`src/shared/pcb_pkg.sv`:
```
// constants shared by the pci target bridge and its window decoder
package pcb_pkg;

	localparam int         DEC_N      = 4;
	localparam int         ATTR_W     = 6;
	localparam int         ATTR_RD    = 0;
	localparam int         ATTR_WR    = 1;
	localparam int         ATTR_POST  = 2;
	localparam int         ATTR_PREF  = 3;
	localparam int         ATTR_XFER  = 4;
	localparam int         IOB_EN     = 16;
	localparam int         STAT_W     = 3;
	localparam int         STAT_APE   = 0;
	localparam int         STAT_DPE   = 1;
	localparam int         STAT_IOBE  = 2;
	localparam int         LINE_LSB   = 5;

	localparam logic [15:0] CMD_CLAIM = 16'hdccc;

	localparam logic [7:0] REG_RANGE0 = 8'h00;
	localparam logic [7:0] REG_XLAT0  = 8'h10;
	localparam logic [7:0] REG_STEP   = 8'h04;
	localparam logic [7:0] REG_STAT   = 8'h20;
	localparam logic [7:0] REG_IOBASE = 8'h24;

	localparam logic [1:0] SP_MEM     = 2'h0;
	localparam logic [1:0] SP_IO      = 2'h1;
	localparam logic [1:0] SP_CFG     = 2'h2;

	localparam logic [31:0] STEP32    = 32'h4;
	localparam logic [31:0] STEP64    = 32'h8;

	typedef enum logic [2:0] {ST_IDLE, ST_DEC, ST_DATA, ST_STOPW, ST_TURN} pcb_state_t;
	typedef enum logic [1:0] {BT_ISSUE, BT_WAIT, BT_XFER} pcb_beat_t;

endpackage : pcb_pkg

```
`src/core/pcb_decoder.sv`:
```
// prioritised inbound window decoder with offset translation
module pcb_decoder
	import pcb_pkg::*;
#(
	parameter int N = DEC_N
) (
	input  wire logic [15:0]              addr_hi,
	input  wire logic                     wr,
	input  wire logic [N-1:0][31:0]       rng,
	input  wire logic [N-1:0][15:0]       xlat,
	input  wire logic [N-1:0][ATTR_W-1:0] attr,
	output logic                          hit,
	output logic [15:0]                   xhi,
	output logic [ATTR_W-1:0]             hit_attr
);

	logic [N-1:0] match;

	genvar g;
	generate
		for (g = 0; g < N; g++) begin : g_win
			// 64k granularity: only upper half compared, upper bound inclusive
			assign match[g] = (addr_hi >= rng[g][15:0]) && (addr_hi <= rng[g][31:16]) &&
				(wr ? attr[g][ATTR_WR] : attr[g][ATTR_RD]);
		end
	endgenerate

	always_comb begin
		hit      = 1'b0;
		xhi      = '0;
		hit_attr = '0;
		// walk from lowest priority so window 0 is applied last
		for (int i = N - 1; i >= 0; i--) begin
			if (match[i]) begin
				hit      = 1'b1;
				xhi      = addr_hi + xlat[i];
				hit_attr = attr[i];
			end
		end
	end

endmodule : pcb_decoder

```
`src/core/pcb_target.sv`:
```
// pci target side of the host bridge: decode, handshake, lock, parity, registers

module pcb_target
	import pcb_pkg::*;
#(
	parameter int N_DEC = DEC_N
) (
	input  wire logic        clock,
	input  wire logic        rst,
	input  wire logic        ce,
	input  wire logic        frame_n,
	input  wire logic        irdy_n,
	input  wire logic        idsel,
	input  wire logic        lock_n,
	input  wire logic        req64_n,
	input  wire logic [63:0] ad_in,
	input  wire logic [7:0]  cbe_in,
	input  wire logic        par_in,
	input  wire logic        par64_in,
	output logic [63:0]      ad_out,
	output logic             ad_oe,
	output logic             ad64_oe,
	output logic             par_out,
	output logic             par64_out,
	output logic             par_oe,
	output logic             par64_oe,
	output logic             devsel_n,
	output logic             trdy_n,
	output logic             stop_n,
	output logic             ack64_n,
	output logic             tgt_oe,
	output logic             perr_n,
	output logic             perr_oe,
	output logic             serr_n,
	output logic             serr_oe,
	output logic             pb_req,
	output logic             pb_we,
	output logic             pb_post,
	output logic             pb_pref,
	output logic             pb_lock,
	output logic             pb_wide,
	output logic [1:0]       pb_space,
	output logic [31:0]      pb_addr,
	output logic [63:0]      pb_wdata,
	output logic [7:0]       pb_be,
	output logic [1:0]       pb_xfer,
	input  wire logic        pb_ready,
	input  wire logic        pb_done,
	input  wire logic        pb_rvalid,
	input  wire logic [63:0] pb_rdata,
	input  wire logic        pb_idle,
	input  wire logic        snp_valid,
	input  wire logic [31:0] snp_addr,
	output logic             snp_retry,
	input  wire logic [7:0]  reg_addr,
	input  wire logic [31:0] reg_wdata,
	input  wire logic        reg_we,
	input  wire logic        reg_re,
	output logic [31:0]      reg_rdata
);

	typedef struct packed {
		pcb_state_t                   st;
		pcb_beat_t                    bt;
		logic                         fr_q;
		logic [31:0]                  addr;
		logic                         wide;
		logic                         is_wr;
		logic                         cfg;
		logic                         io;
		logic                         retry;
		logic                         disc;
		logic                         lk_cand;
		logic                         lk_own;
		logic                         locked;
		logic                         unlocking;
		logic [31-LINE_LSB:0]         lk_line;
		logic                         apar_chk;
		logic                         apar_exp;
		logic                         dpar_chk;
		logic                         dpar_w64;
		logic                         dpar_exp;
		logic                         dpar64_exp;
		logic [63:0]                  ad_out;
		logic                         ad_oe;
		logic                         ad64_oe;
		logic                         par_out;
		logic                         par64_out;
		logic                         par_oe;
		logic                         par64_oe;
		logic                         devsel_n;
		logic                         trdy_n;
		logic                         stop_n;
		logic                         ack64_n;
		logic                         tgt_oe;
		logic                         perr_n;
		logic                         perr_oe;
		logic                         serr_n;
		logic                         serr_oe;
		logic                         pb_req;
		logic                         pb_we;
		logic                         pb_post;
		logic                         pb_pref;
		logic                         pb_lock;
		logic                         pb_wide;
		logic [1:0]                   pb_space;
		logic [31:0]                  pb_addr;
		logic [63:0]                  pb_wdata;
		logic [7:0]                   pb_be;
		logic [1:0]                   pb_xfer;
		logic                         snp_retry;
		logic [N_DEC-1:0][31:0]       rng;
		logic [N_DEC-1:0][15:0]       xlat;
		logic [N_DEC-1:0][ATTR_W-1:0] attr;
		logic [IOB_EN:0]              iobase;
		logic [STAT_W-1:0]            stat;
		logic [31:0]                  reg_rdata;
	} pcb_tgt_t;

	pcb_tgt_t            s_r;
	pcb_tgt_t            s_nxt;

	logic [15:0]         a_addr;
	logic                a_wr;
	logic                a_hit;
	logic [15:0]         a_xhi;
	logic [ATTR_W-1:0]   a_attr;
	logic [31:0]         nxt_addr;
	logic                b_hit;
	logic [3:0]          cmd;
	logic                is_cfg;
	logic                is_io;
	logic                tgt_hit;
	logic                addr_ph;
	logic                acc;
	logic                fin;
	logic                hole;
	logic [7:0]          en;
	logic [7:0]          fill;
	logic [3:0]          lowmask;
	logic [STAT_W-1:0]   st_set;
	logic [STAT_W-1:0]   st_clr;

	// window a decodes the address phase in idle or turn, else the current beat
	assign a_addr   = (s_r.st == ST_IDLE || s_r.st == ST_TURN) ? ad_in[31:16] : s_r.addr[31:16];
	assign a_wr     = (s_r.st == ST_IDLE || s_r.st == ST_TURN) ? cbe_in[0] : s_r.is_wr;
	assign nxt_addr = s_r.addr + (s_r.wide ? STEP64 : STEP32);

	pcb_decoder #(.N(N_DEC)) u_dec_cur (
		.addr_hi  (a_addr),
		.wr       (a_wr),
		.rng      (s_r.rng),
		.xlat     (s_r.xlat),
		.attr     (s_r.attr),
		.hit      (a_hit),
		.xhi      (a_xhi),
		.hit_attr (a_attr)
	);

	// second decoder looks one beat ahead so a window exit is seen in time
	pcb_decoder #(.N(N_DEC)) u_dec_nxt (
		.addr_hi  (nxt_addr[31:16]),
		.wr       (s_r.is_wr),
		.rng      (s_r.rng),
		.xlat     (s_r.xlat),
		.attr     (s_r.attr),
		.hit      (b_hit),
		.xhi      (),
		.hit_attr ()
	);

	always_comb begin
		s_nxt   = s_r;
		st_set  = '0;
		st_clr  = '0;
		cmd     = cbe_in[3:0];
		is_cfg  = (cmd[3:1] == 3'h5);
		is_io   = (cmd[3:1] == 3'h1);
		// address phase is any falling frame, also right after a last data phase
		addr_ph = !frame_n && s_r.fr_q;
		tgt_hit = CMD_CLAIM[cmd] && (is_cfg ? (idsel && ad_in[1:0] == 2'h0) :
			is_io ? (s_r.iobase[IOB_EN] && ad_in[31:16] == s_r.iobase[15:0]) : a_hit);
		acc     = s_r.pb_req && pb_ready;
		fin     = (s_r.pb_we && s_r.pb_post) ? acc :
			(!s_r.pb_req && (s_r.pb_we ? pb_done : pb_rvalid));
		en      = s_r.wide ? ~cbe_in : {4'h0, ~cbe_in[3:0]};
		fill    = en | (en - 8'h01);
		hole    = (en != 8'h00) && ((fill & (fill + 8'h01)) != 8'h00);
		lowmask = (4'h1 << s_r.addr[1:0]) - 4'h1;

		s_nxt.fr_q      = frame_n;
		s_nxt.serr_n    = 1'b1;
		s_nxt.serr_oe   = 1'b0;
		s_nxt.perr_n    = 1'b1;
		s_nxt.perr_oe   = !s_r.perr_n;
		s_nxt.reg_rdata = '0;
		s_nxt.apar_chk  = 1'b0;
		s_nxt.dpar_chk  = 1'b0;

		// read parity trails the driven data by one clock
		s_nxt.par_out   = ^{s_r.ad_out[31:0], cbe_in[3:0]};
		s_nxt.par64_out = ^{s_r.ad_out[63:32], cbe_in[7:4]};
		s_nxt.par_oe    = s_r.ad_oe;
		s_nxt.par64_oe  = s_r.ad64_oe;

		if (s_r.apar_chk && par_in != s_r.apar_exp) begin
			s_nxt.serr_n     = 1'b0;
			s_nxt.serr_oe    = 1'b1;
			st_set[STAT_APE] = 1'b1;
		end
		if (s_r.dpar_chk && (par_in != s_r.dpar_exp ||
			(s_r.dpar_w64 && par64_in != s_r.dpar64_exp))) begin
			s_nxt.perr_n     = 1'b0;
			s_nxt.perr_oe    = 1'b1;
			st_set[STAT_DPE] = 1'b1;
		end

		unique case (s_r.st)
			ST_IDLE: begin
				s_nxt.tgt_oe = 1'b0;
			end
			ST_DEC: begin
				if (s_r.apar_chk && par_in != s_r.apar_exp) begin
					s_nxt.st = ST_IDLE;
				end else begin
					// second clock after the address: medium timing
					s_nxt.devsel_n = 1'b0;
					s_nxt.tgt_oe   = 1'b1;
					s_nxt.ack64_n  = !s_r.wide;
					s_nxt.ad_oe    = !s_r.is_wr;
					s_nxt.ad64_oe  = !s_r.is_wr && s_r.wide;
					s_nxt.lk_own   = s_r.lk_cand && !lock_n;
					if (s_r.retry) begin
						s_nxt.stop_n = 1'b0;
						s_nxt.st     = ST_STOPW;
					end else begin
						s_nxt.st = ST_DATA;
						s_nxt.bt = BT_ISSUE;
					end
				end
			end
			ST_DATA: begin
				unique case (s_r.bt)
					BT_ISSUE: begin
						// writes only start once the master shows its data with irdy; reads start at once
						if (!s_r.is_wr || !irdy_n) begin
							s_nxt.pb_req   = 1'b1;
							s_nxt.pb_we    = s_r.is_wr;
							s_nxt.pb_wide  = s_r.wide;
							s_nxt.pb_space = s_r.cfg ? SP_CFG : (s_r.io ? SP_IO : SP_MEM);
							s_nxt.pb_addr  = (s_r.cfg || s_r.io) ? s_r.addr :
								{a_xhi, s_r.addr[15:2], 2'h0};
							s_nxt.pb_post  = s_r.is_wr && !s_r.cfg && !s_r.io &&
								a_attr[ATTR_POST];
							s_nxt.pb_pref  = !s_r.is_wr && !s_r.cfg && !s_r.io &&
								a_attr[ATTR_PREF];
							s_nxt.pb_xfer  = a_attr[ATTR_XFER +: 2];
							s_nxt.pb_lock  = s_r.lk_own;
							s_nxt.pb_wdata = ad_in;
							// reads always fetch every lane of their width: 8'hff when wide, 8'h0f when narrow
							s_nxt.pb_be    = s_r.is_wr ? en : (s_r.wide ? 8'hff : 8'h0f);
							if (s_r.lk_own) begin
								s_nxt.lk_line = s_nxt.pb_addr[31:LINE_LSB];
							end
							s_nxt.disc = s_r.cfg ||
								(!s_r.io && s_r.addr[1:0] != 2'h0) ||
								(s_r.is_wr && hole) ||
								(!s_r.cfg && !s_r.io && !b_hit);
							if (s_r.io && !s_r.is_wr && (|(~cbe_in[3:0] & lowmask))) begin
								s_nxt.serr_n      = 1'b0;
								s_nxt.serr_oe     = 1'b1;
								st_set[STAT_IOBE] = 1'b1;
							end
							s_nxt.bt = BT_WAIT;
						end
					end
					BT_WAIT: begin
						if (acc) begin
							s_nxt.pb_req = 1'b0;
						end
						// posted: trdy as soon as there is room; else after completion
						if (fin) begin
							s_nxt.trdy_n = 1'b0;
							s_nxt.stop_n = !s_r.disc;
							s_nxt.bt     = BT_XFER;
							if (!s_r.pb_we) begin
								s_nxt.ad_out = s_r.wide ? pb_rdata : {32'h0, pb_rdata[31:0]};
							end
						end
					end
					BT_XFER: begin
						if (!irdy_n) begin
							s_nxt.trdy_n = 1'b1;
							if (s_r.is_wr) begin
								s_nxt.dpar_chk   = 1'b1;
								s_nxt.dpar_w64   = s_r.wide;
								s_nxt.dpar_exp   = ^{ad_in[31:0], cbe_in[3:0]};
								s_nxt.dpar64_exp = ^{ad_in[63:32], cbe_in[7:4]};
							end
							if (s_r.lk_own) begin
								s_nxt.locked = 1'b1;
							end
							if (frame_n) begin
								s_nxt.st       = ST_TURN;
								s_nxt.devsel_n = 1'b1;
								s_nxt.stop_n   = 1'b1;
								s_nxt.ack64_n  = 1'b1;
								s_nxt.ad_oe    = 1'b0;
								s_nxt.ad64_oe  = 1'b0;
								s_nxt.lk_own   = 1'b0;
							end else if (!s_r.stop_n) begin
								s_nxt.st = ST_STOPW;
							end else begin
								// no length limit: keep stepping through contiguous windows
								s_nxt.addr = nxt_addr;
								s_nxt.bt   = BT_ISSUE;
							end
						end
					end
					default: begin
						s_nxt.bt = BT_ISSUE;
					end
				endcase
			end
			ST_STOPW: begin
				// hold stop until the master drops frame, never a delayed completion
				if (frame_n) begin
					s_nxt.st       = ST_TURN;
					s_nxt.devsel_n = 1'b1;
					s_nxt.stop_n   = 1'b1;
					s_nxt.ack64_n  = 1'b1;
					s_nxt.ad_oe    = 1'b0;
					s_nxt.ad64_oe  = 1'b0;
					s_nxt.lk_own   = 1'b0;
				end
			end
			ST_TURN: begin
				// one clock driven high before release keeps the lines clean
				s_nxt.tgt_oe = 1'b0;
				s_nxt.st     = ST_IDLE;
			end
			default: begin
				s_nxt.st = ST_IDLE;
			end
		endcase

		if ((s_r.st == ST_IDLE || s_r.st == ST_TURN) && addr_ph) begin
			s_nxt.apar_chk = 1'b1;
			s_nxt.apar_exp = ^{ad_in[31:0], cbe_in[3:0]};
			if (tgt_hit) begin
				s_nxt.st      = ST_DEC;
				s_nxt.addr    = ad_in[31:0];
				s_nxt.is_wr   = cmd[0];
				s_nxt.cfg     = is_cfg;
				s_nxt.io      = is_io;
				s_nxt.wide    = !req64_n && !is_cfg && !is_io;
				s_nxt.lk_cand = lock_n;
				s_nxt.retry   = s_r.unlocking || (s_r.locked && !lock_n);
			end
		end

		// lock is gone on the pci side once frame and lock are both idle
		if (s_r.locked && lock_n && frame_n) begin
			s_nxt.locked    = 1'b0;
			s_nxt.unlocking = 1'b1;
		end
		if (s_r.unlocking && pb_idle && !s_r.pb_req && s_r.st == ST_IDLE) begin
			s_nxt.unlocking = 1'b0;
		end
		s_nxt.snp_retry = (s_r.locked || s_r.unlocking) && snp_valid &&
			(snp_addr[31:LINE_LSB] == s_r.lk_line);

		for (int i = 0; i < N_DEC; i++) begin
			if (reg_we && reg_addr == 8'(REG_RANGE0 + i * REG_STEP)) begin
				s_nxt.rng[i] = reg_wdata;
			end
			if (reg_we && reg_addr == 8'(REG_XLAT0 + i * REG_STEP)) begin
				s_nxt.xlat[i] = reg_wdata[15:0];
				s_nxt.attr[i] = reg_wdata[16 +: ATTR_W];
			end
			if (reg_re && reg_addr == 8'(REG_RANGE0 + i * REG_STEP)) begin
				s_nxt.reg_rdata = s_r.rng[i];
			end
			if (reg_re && reg_addr == 8'(REG_XLAT0 + i * REG_STEP)) begin
				s_nxt.reg_rdata = {10'h0, s_r.attr[i], s_r.xlat[i]};
			end
		end
		if (reg_we && reg_addr == REG_IOBASE) begin
			s_nxt.iobase = reg_wdata[IOB_EN:0];
		end
		if (reg_we && reg_addr == REG_STAT) begin
			st_clr = reg_wdata[STAT_W-1:0];
		end
		if (reg_re && reg_addr == REG_IOBASE) begin
			s_nxt.reg_rdata = {15'h0, s_r.iobase};
		end
		if (reg_re && reg_addr == REG_STAT) begin
			s_nxt.reg_rdata = {27'h0, s_r.unlocking, s_r.locked, s_r.stat};
		end
		// a new error in the clearing cycle survives
		s_nxt.stat = (s_r.stat & ~st_clr) | st_set;
	end

	always_ff @(posedge clock or posedge rst) begin
		if (rst) begin
			s_r          <= '0;
			s_r.fr_q     <= 1'b1;
			s_r.devsel_n <= 1'b1;
			s_r.trdy_n   <= 1'b1;
			s_r.stop_n   <= 1'b1;
			s_r.ack64_n  <= 1'b1;
			s_r.perr_n   <= 1'b1;
			s_r.serr_n   <= 1'b1;
		end else if (ce) begin
			s_r <= s_nxt;
		end
	end

	assign ad_out    = s_r.ad_out;
	assign ad_oe     = s_r.ad_oe;
	assign ad64_oe   = s_r.ad64_oe;
	assign par_out   = s_r.par_out;
	assign par64_out = s_r.par64_out;
	assign par_oe    = s_r.par_oe;
	assign par64_oe  = s_r.par64_oe;
	assign devsel_n  = s_r.devsel_n;
	assign trdy_n    = s_r.trdy_n;
	assign stop_n    = s_r.stop_n;
	assign ack64_n   = s_r.ack64_n;
	assign tgt_oe    = s_r.tgt_oe;
	assign perr_n    = s_r.perr_n;
	assign perr_oe   = s_r.perr_oe;
	assign serr_n    = s_r.serr_n;
	assign serr_oe   = s_r.serr_oe;
	assign pb_req    = s_r.pb_req;
	assign pb_we     = s_r.pb_we;
	assign pb_post   = s_r.pb_post;
	assign pb_pref   = s_r.pb_pref;
	assign pb_lock   = s_r.pb_lock;
	assign pb_wide   = s_r.pb_wide;
	assign pb_space  = s_r.pb_space;
	assign pb_addr   = s_r.pb_addr;
	assign pb_wdata  = s_r.pb_wdata;
	assign pb_be     = s_r.pb_be;
	assign pb_xfer   = s_r.pb_xfer;
	assign snp_retry = s_r.snp_retry;
	assign reg_rdata = s_r.reg_rdata;

endmodule : pcb_target

```
`config.mk`:
```
export PLATFORM = sky130hd
export DESIGN_NAME = pcb_target
export DESIGN_NICKNAME = d
export VERILOG_FILES = /design/src/shared/pcb_pkg.sv /design/src/core/pcb_decoder.sv /design/src/core/pcb_target.sv
export SDC_FILE = /design/constraint.sdc
export NUM_CORES = 2
export LEC_CHECK = 0
export BUFFER_PORTS_ARGS = -buffer_cell sky130_fd_sc_hd__buf_2
export CORE_ASPECT_RATIO = 1.2
export CORE_MARGIN = 1.5
export CORE_UTILIZATION = 25
export CTS_CLUSTER_DIAMETER = 200
export DETAILED_ROUTE_END_ITERATION = 8
export HOLD_SLACK_MARGIN = 0.1
export SLEW_MARGIN = 20
export SYNTH_ARGS = -nofsm -noshare
export SYNTH_HDL_FRONTEND = slang
export SYNTH_SLANG_ARGS = --single-unit
```
`constraint.sdc`:
```
create_clock -name clock -period 32.3 [get_ports clock]
set_input_delay 4.845 -clock clock [delete_from_list [all_inputs] [get_ports clock]]
set_output_delay 4.845 -clock clock [all_outputs]
set_load 0.03 [all_outputs]
```
==> results.ini <==
[floorplan]
start_util_pct = 25.17
coreArea_sq_mm = 0.1428
die_area_sq_mm = 0.1461
die_w_um = 349.1
ioPinCount = 451
die_h_um = 418.4
row_count = 152

[cts]
cts_tree = built
ctsHoldBuffers = 0
cts-resized-gates = 0
cts_setup_buffers = 0
clk_path_buf_depth = 3
cts_buffers = 69
numClockSinks = 543
clockRootBuffer = clkbuf_16
clock_latency_ns = 0.64
cts_max_level = 3
clkTransAtPathRegs_ns = 0.06

[timing]
max_slew.worst_pin.slew_ns = 1.165
skew_ns = 0.03093
setup_viol = 0
tns_ns = 0
finalMaxSlewViolations = 0
period_minus_slack_ns = 9.351
relSlewSlack_pct = 21.24
max_freq_mhz = 106.9
finalHoldViolations = 0
finalCritPeriodShare_pct = 28.95
rsz0062_at_grt = no

[route]
drtPass1Iterations = 8
ant_nets = 0
totalWireLength_um = 139500
viasPerCell = 5.048
wire_per_inst_um = 23.15
drc_errors = 0
vias = 30430
drt_iter0_drc = 2698

[pwr]
p_per_area_mw_per_mm2 = 74.96
ir_drop_uv = 65.31
leakagePower_nw = 19.48

[yosys]
synth_most_common_cell = nand2_1
ys_types = 91
synth_top_area_share_pct = 37.32
ys_dominant_reg_cell = dfrtp_1
yosysWarnings = 0
syn_area_sq_mm = 0.03594
synth_area_leaders = dfrtp_1 (37%), ha_1 (11%), mux2_2 (7.8%)
ys_seq_area_share_pct = 37.83
synth_edf_count = 0
syn-num-nets = 4372
netlist_top_cells_count = nand2_1 (578), dfrtp_1 (536), ha_1 (320)
synth.largest_area_cell = dfrtp_1
syn_inst = 3822
syn-mean-instance-area_sq_um = 9.404
synth_seq_cells = 543
async_reset_ff_share_pct = 100.0

[layout]
nets = 4584
finish.utilization_pct = 28.99
area_growth_pct = 15.18
layout-drive-gt1-share_pct = 22.78

[setup_path]
required_ns = 32.73
critPathArrivalTime_ns = 9.78
endpoint_kind = flip-flop
critPathMaxFanout = 32
critPathKind = in -> reg
startpoint_type = primary input

[place]
dp_hpwl_um = 106600
place_congestion = 0.9428
io_buffers = 445

[outcome]
status = finished clean

[grt]
grt.total_usage_pct = 18.54
grt_max_degree = 156
grt_pass1_wl_um = 200100
antenna_found_initial = 39
grt-ovfl-total = 0
grt_pass1_vias = 30040

[job]
max_cap_violations = 0

[hold_path]
hold_class = reg -> reg

-- cell type report --
cell class / instances / area (sq um)
repair buffers: 506 / 2704
flip-flops and latches: 543 / 13600
diodes: 15 / 37.54
clock inverters: 30 / 404.1
fillers: 15060 / 101400
well taps: 1925 / 2409
inverters: 209 / 792.0
clock buffers: 94 / 1974
multi-input cells: 2705 / 19480
-- layout by cell type (no fill, tap or decap), drive strengths merged, types with 24 or more instances in the layout --
| cell type | instances |
|---|---|
| nand3 | 81 |
| a211oi | 32 |
| a221oi | 29 |
| ha | 320 |
| nand2b | 24 |
| dfrtp | 536 |
| a21o | 61 |
| a31oi | 33 |
| inv | 211 |
| a21oi | 219 |
| o21ai | 164 |
| xnor2 | 190 |
| a222oi | 35 |
| nor3 | 56 |
| mux2 | 251 |
| o21a | 28 |
| o31ai | 27 |
| buf | 506 |
| nand2 | 578 |
| xor2 | 53 |
| nor2 | 155 |
| clkbuf | 94 |
| nand4 | 64 |
-- logic make-up after synthesis --
kind of cell / after synthesis / synth area share, %
multiplexers: 260 / 8.194
AO/OA/AOI/OAI: 812 / 15.04
adder cells (fa/ha/maj): 325 / 11.42
buffers and inverters: 574 / 8.299
AND/OR/NAND/NOR: 1065 / 13.30
flip-flops: 543 / 37.83
XOR/XNOR: 243 / 5.921
-- worst max-delay path, cell delays in order --
cell,delay (ns)
buf_2,0.16
mux2i_4,0.28
inv_1,0.31
ha_1,0.40
nand4_1,0.22
nor4_1,0.42
a21boi_1,0.21
o41ai_1,0.09
buf_4,0.18
o311ai_4,0.08
buf_4,0.47
a21boi_4,0.44
a41oi_2,0.61
o21ai_2,0.79
a222oi_1,0.23
-- flip-flops by register name, indices dropped and copies added (netlist names), 2 cells and up --
register	count
ad_out	64
pb_addr	32
pb_be	8
pb_space	2
pb_wdata	64
pb_xfer	2
reg_rdata	32
s_r	317
-- report_power, final --
group | switching [mW] | leakage, nW | internal (mW)
registers | 0.115 | 7.18 | 0.813
clock network | 0.328 | 1.16 | 0.489
logic | 0.866 | 11.1 | 0.493
-- routing by layer --
layer	part of all wire (%)	up-vias	GRT usage [%]
met5	0.14	-	0
met4	5.3	32	9.690
met3	8.5	338	4.539
met2	46	1279	30.38
met1	40	14950	22.40
li1	-	13830	-
-- metrics by stage --
stage | hold WS (ns) | area (sq um) | power, mW | setup slack, ns | instances
floorplan | 0.4400 | 35940 | 1.983 | 12.29 | 3822
global placement | 0.4525 | 38970 | 2.263 | 22.33 | 5888
detailed placement | 0.4570 | 38980 | 2.287 | 22.30 | 5888
CTS | 0.4711 | 41360 | 3.115 | 22.96 | 6012
global route | 0.4870 | 41380 | 3.281 | 22.71 | 6018
finish | 0.4662 | 41400 | 3.103 | 22.95 | 6027
-- final timing paths --
path | slack, ns | cells past startpoint | startpoint | to
worst max register to register | 26.11 | 15 | s_r[540]$_DFFE_PP0P_ | s_r[524]$_DFFE_PP0P_
min in group asynchronous | 4.38 | 2 | rst | pb_addr[19]$_DFFE_PP0P_
worst max-delay path | 22.95 | 15 | ad_in[31] | s_r[524]$_DFFE_PP0P_
max in group asynchronous | 25.74 | 4 | rst | s_r[52]$_DFFE_PP0P_
worst min register to register | 0.47 | 2 | pb_wdata[8]$_DFFE_PP0P_ | pb_wdata[8]$_DFFE_PP0P_
worst min-delay path | 0.47 | 2 | pb_wdata[8]$_DFFE_PP0P_ | pb_wdata[8]$_DFFE_PP0P_
Power figures use the tool's default switching activity.
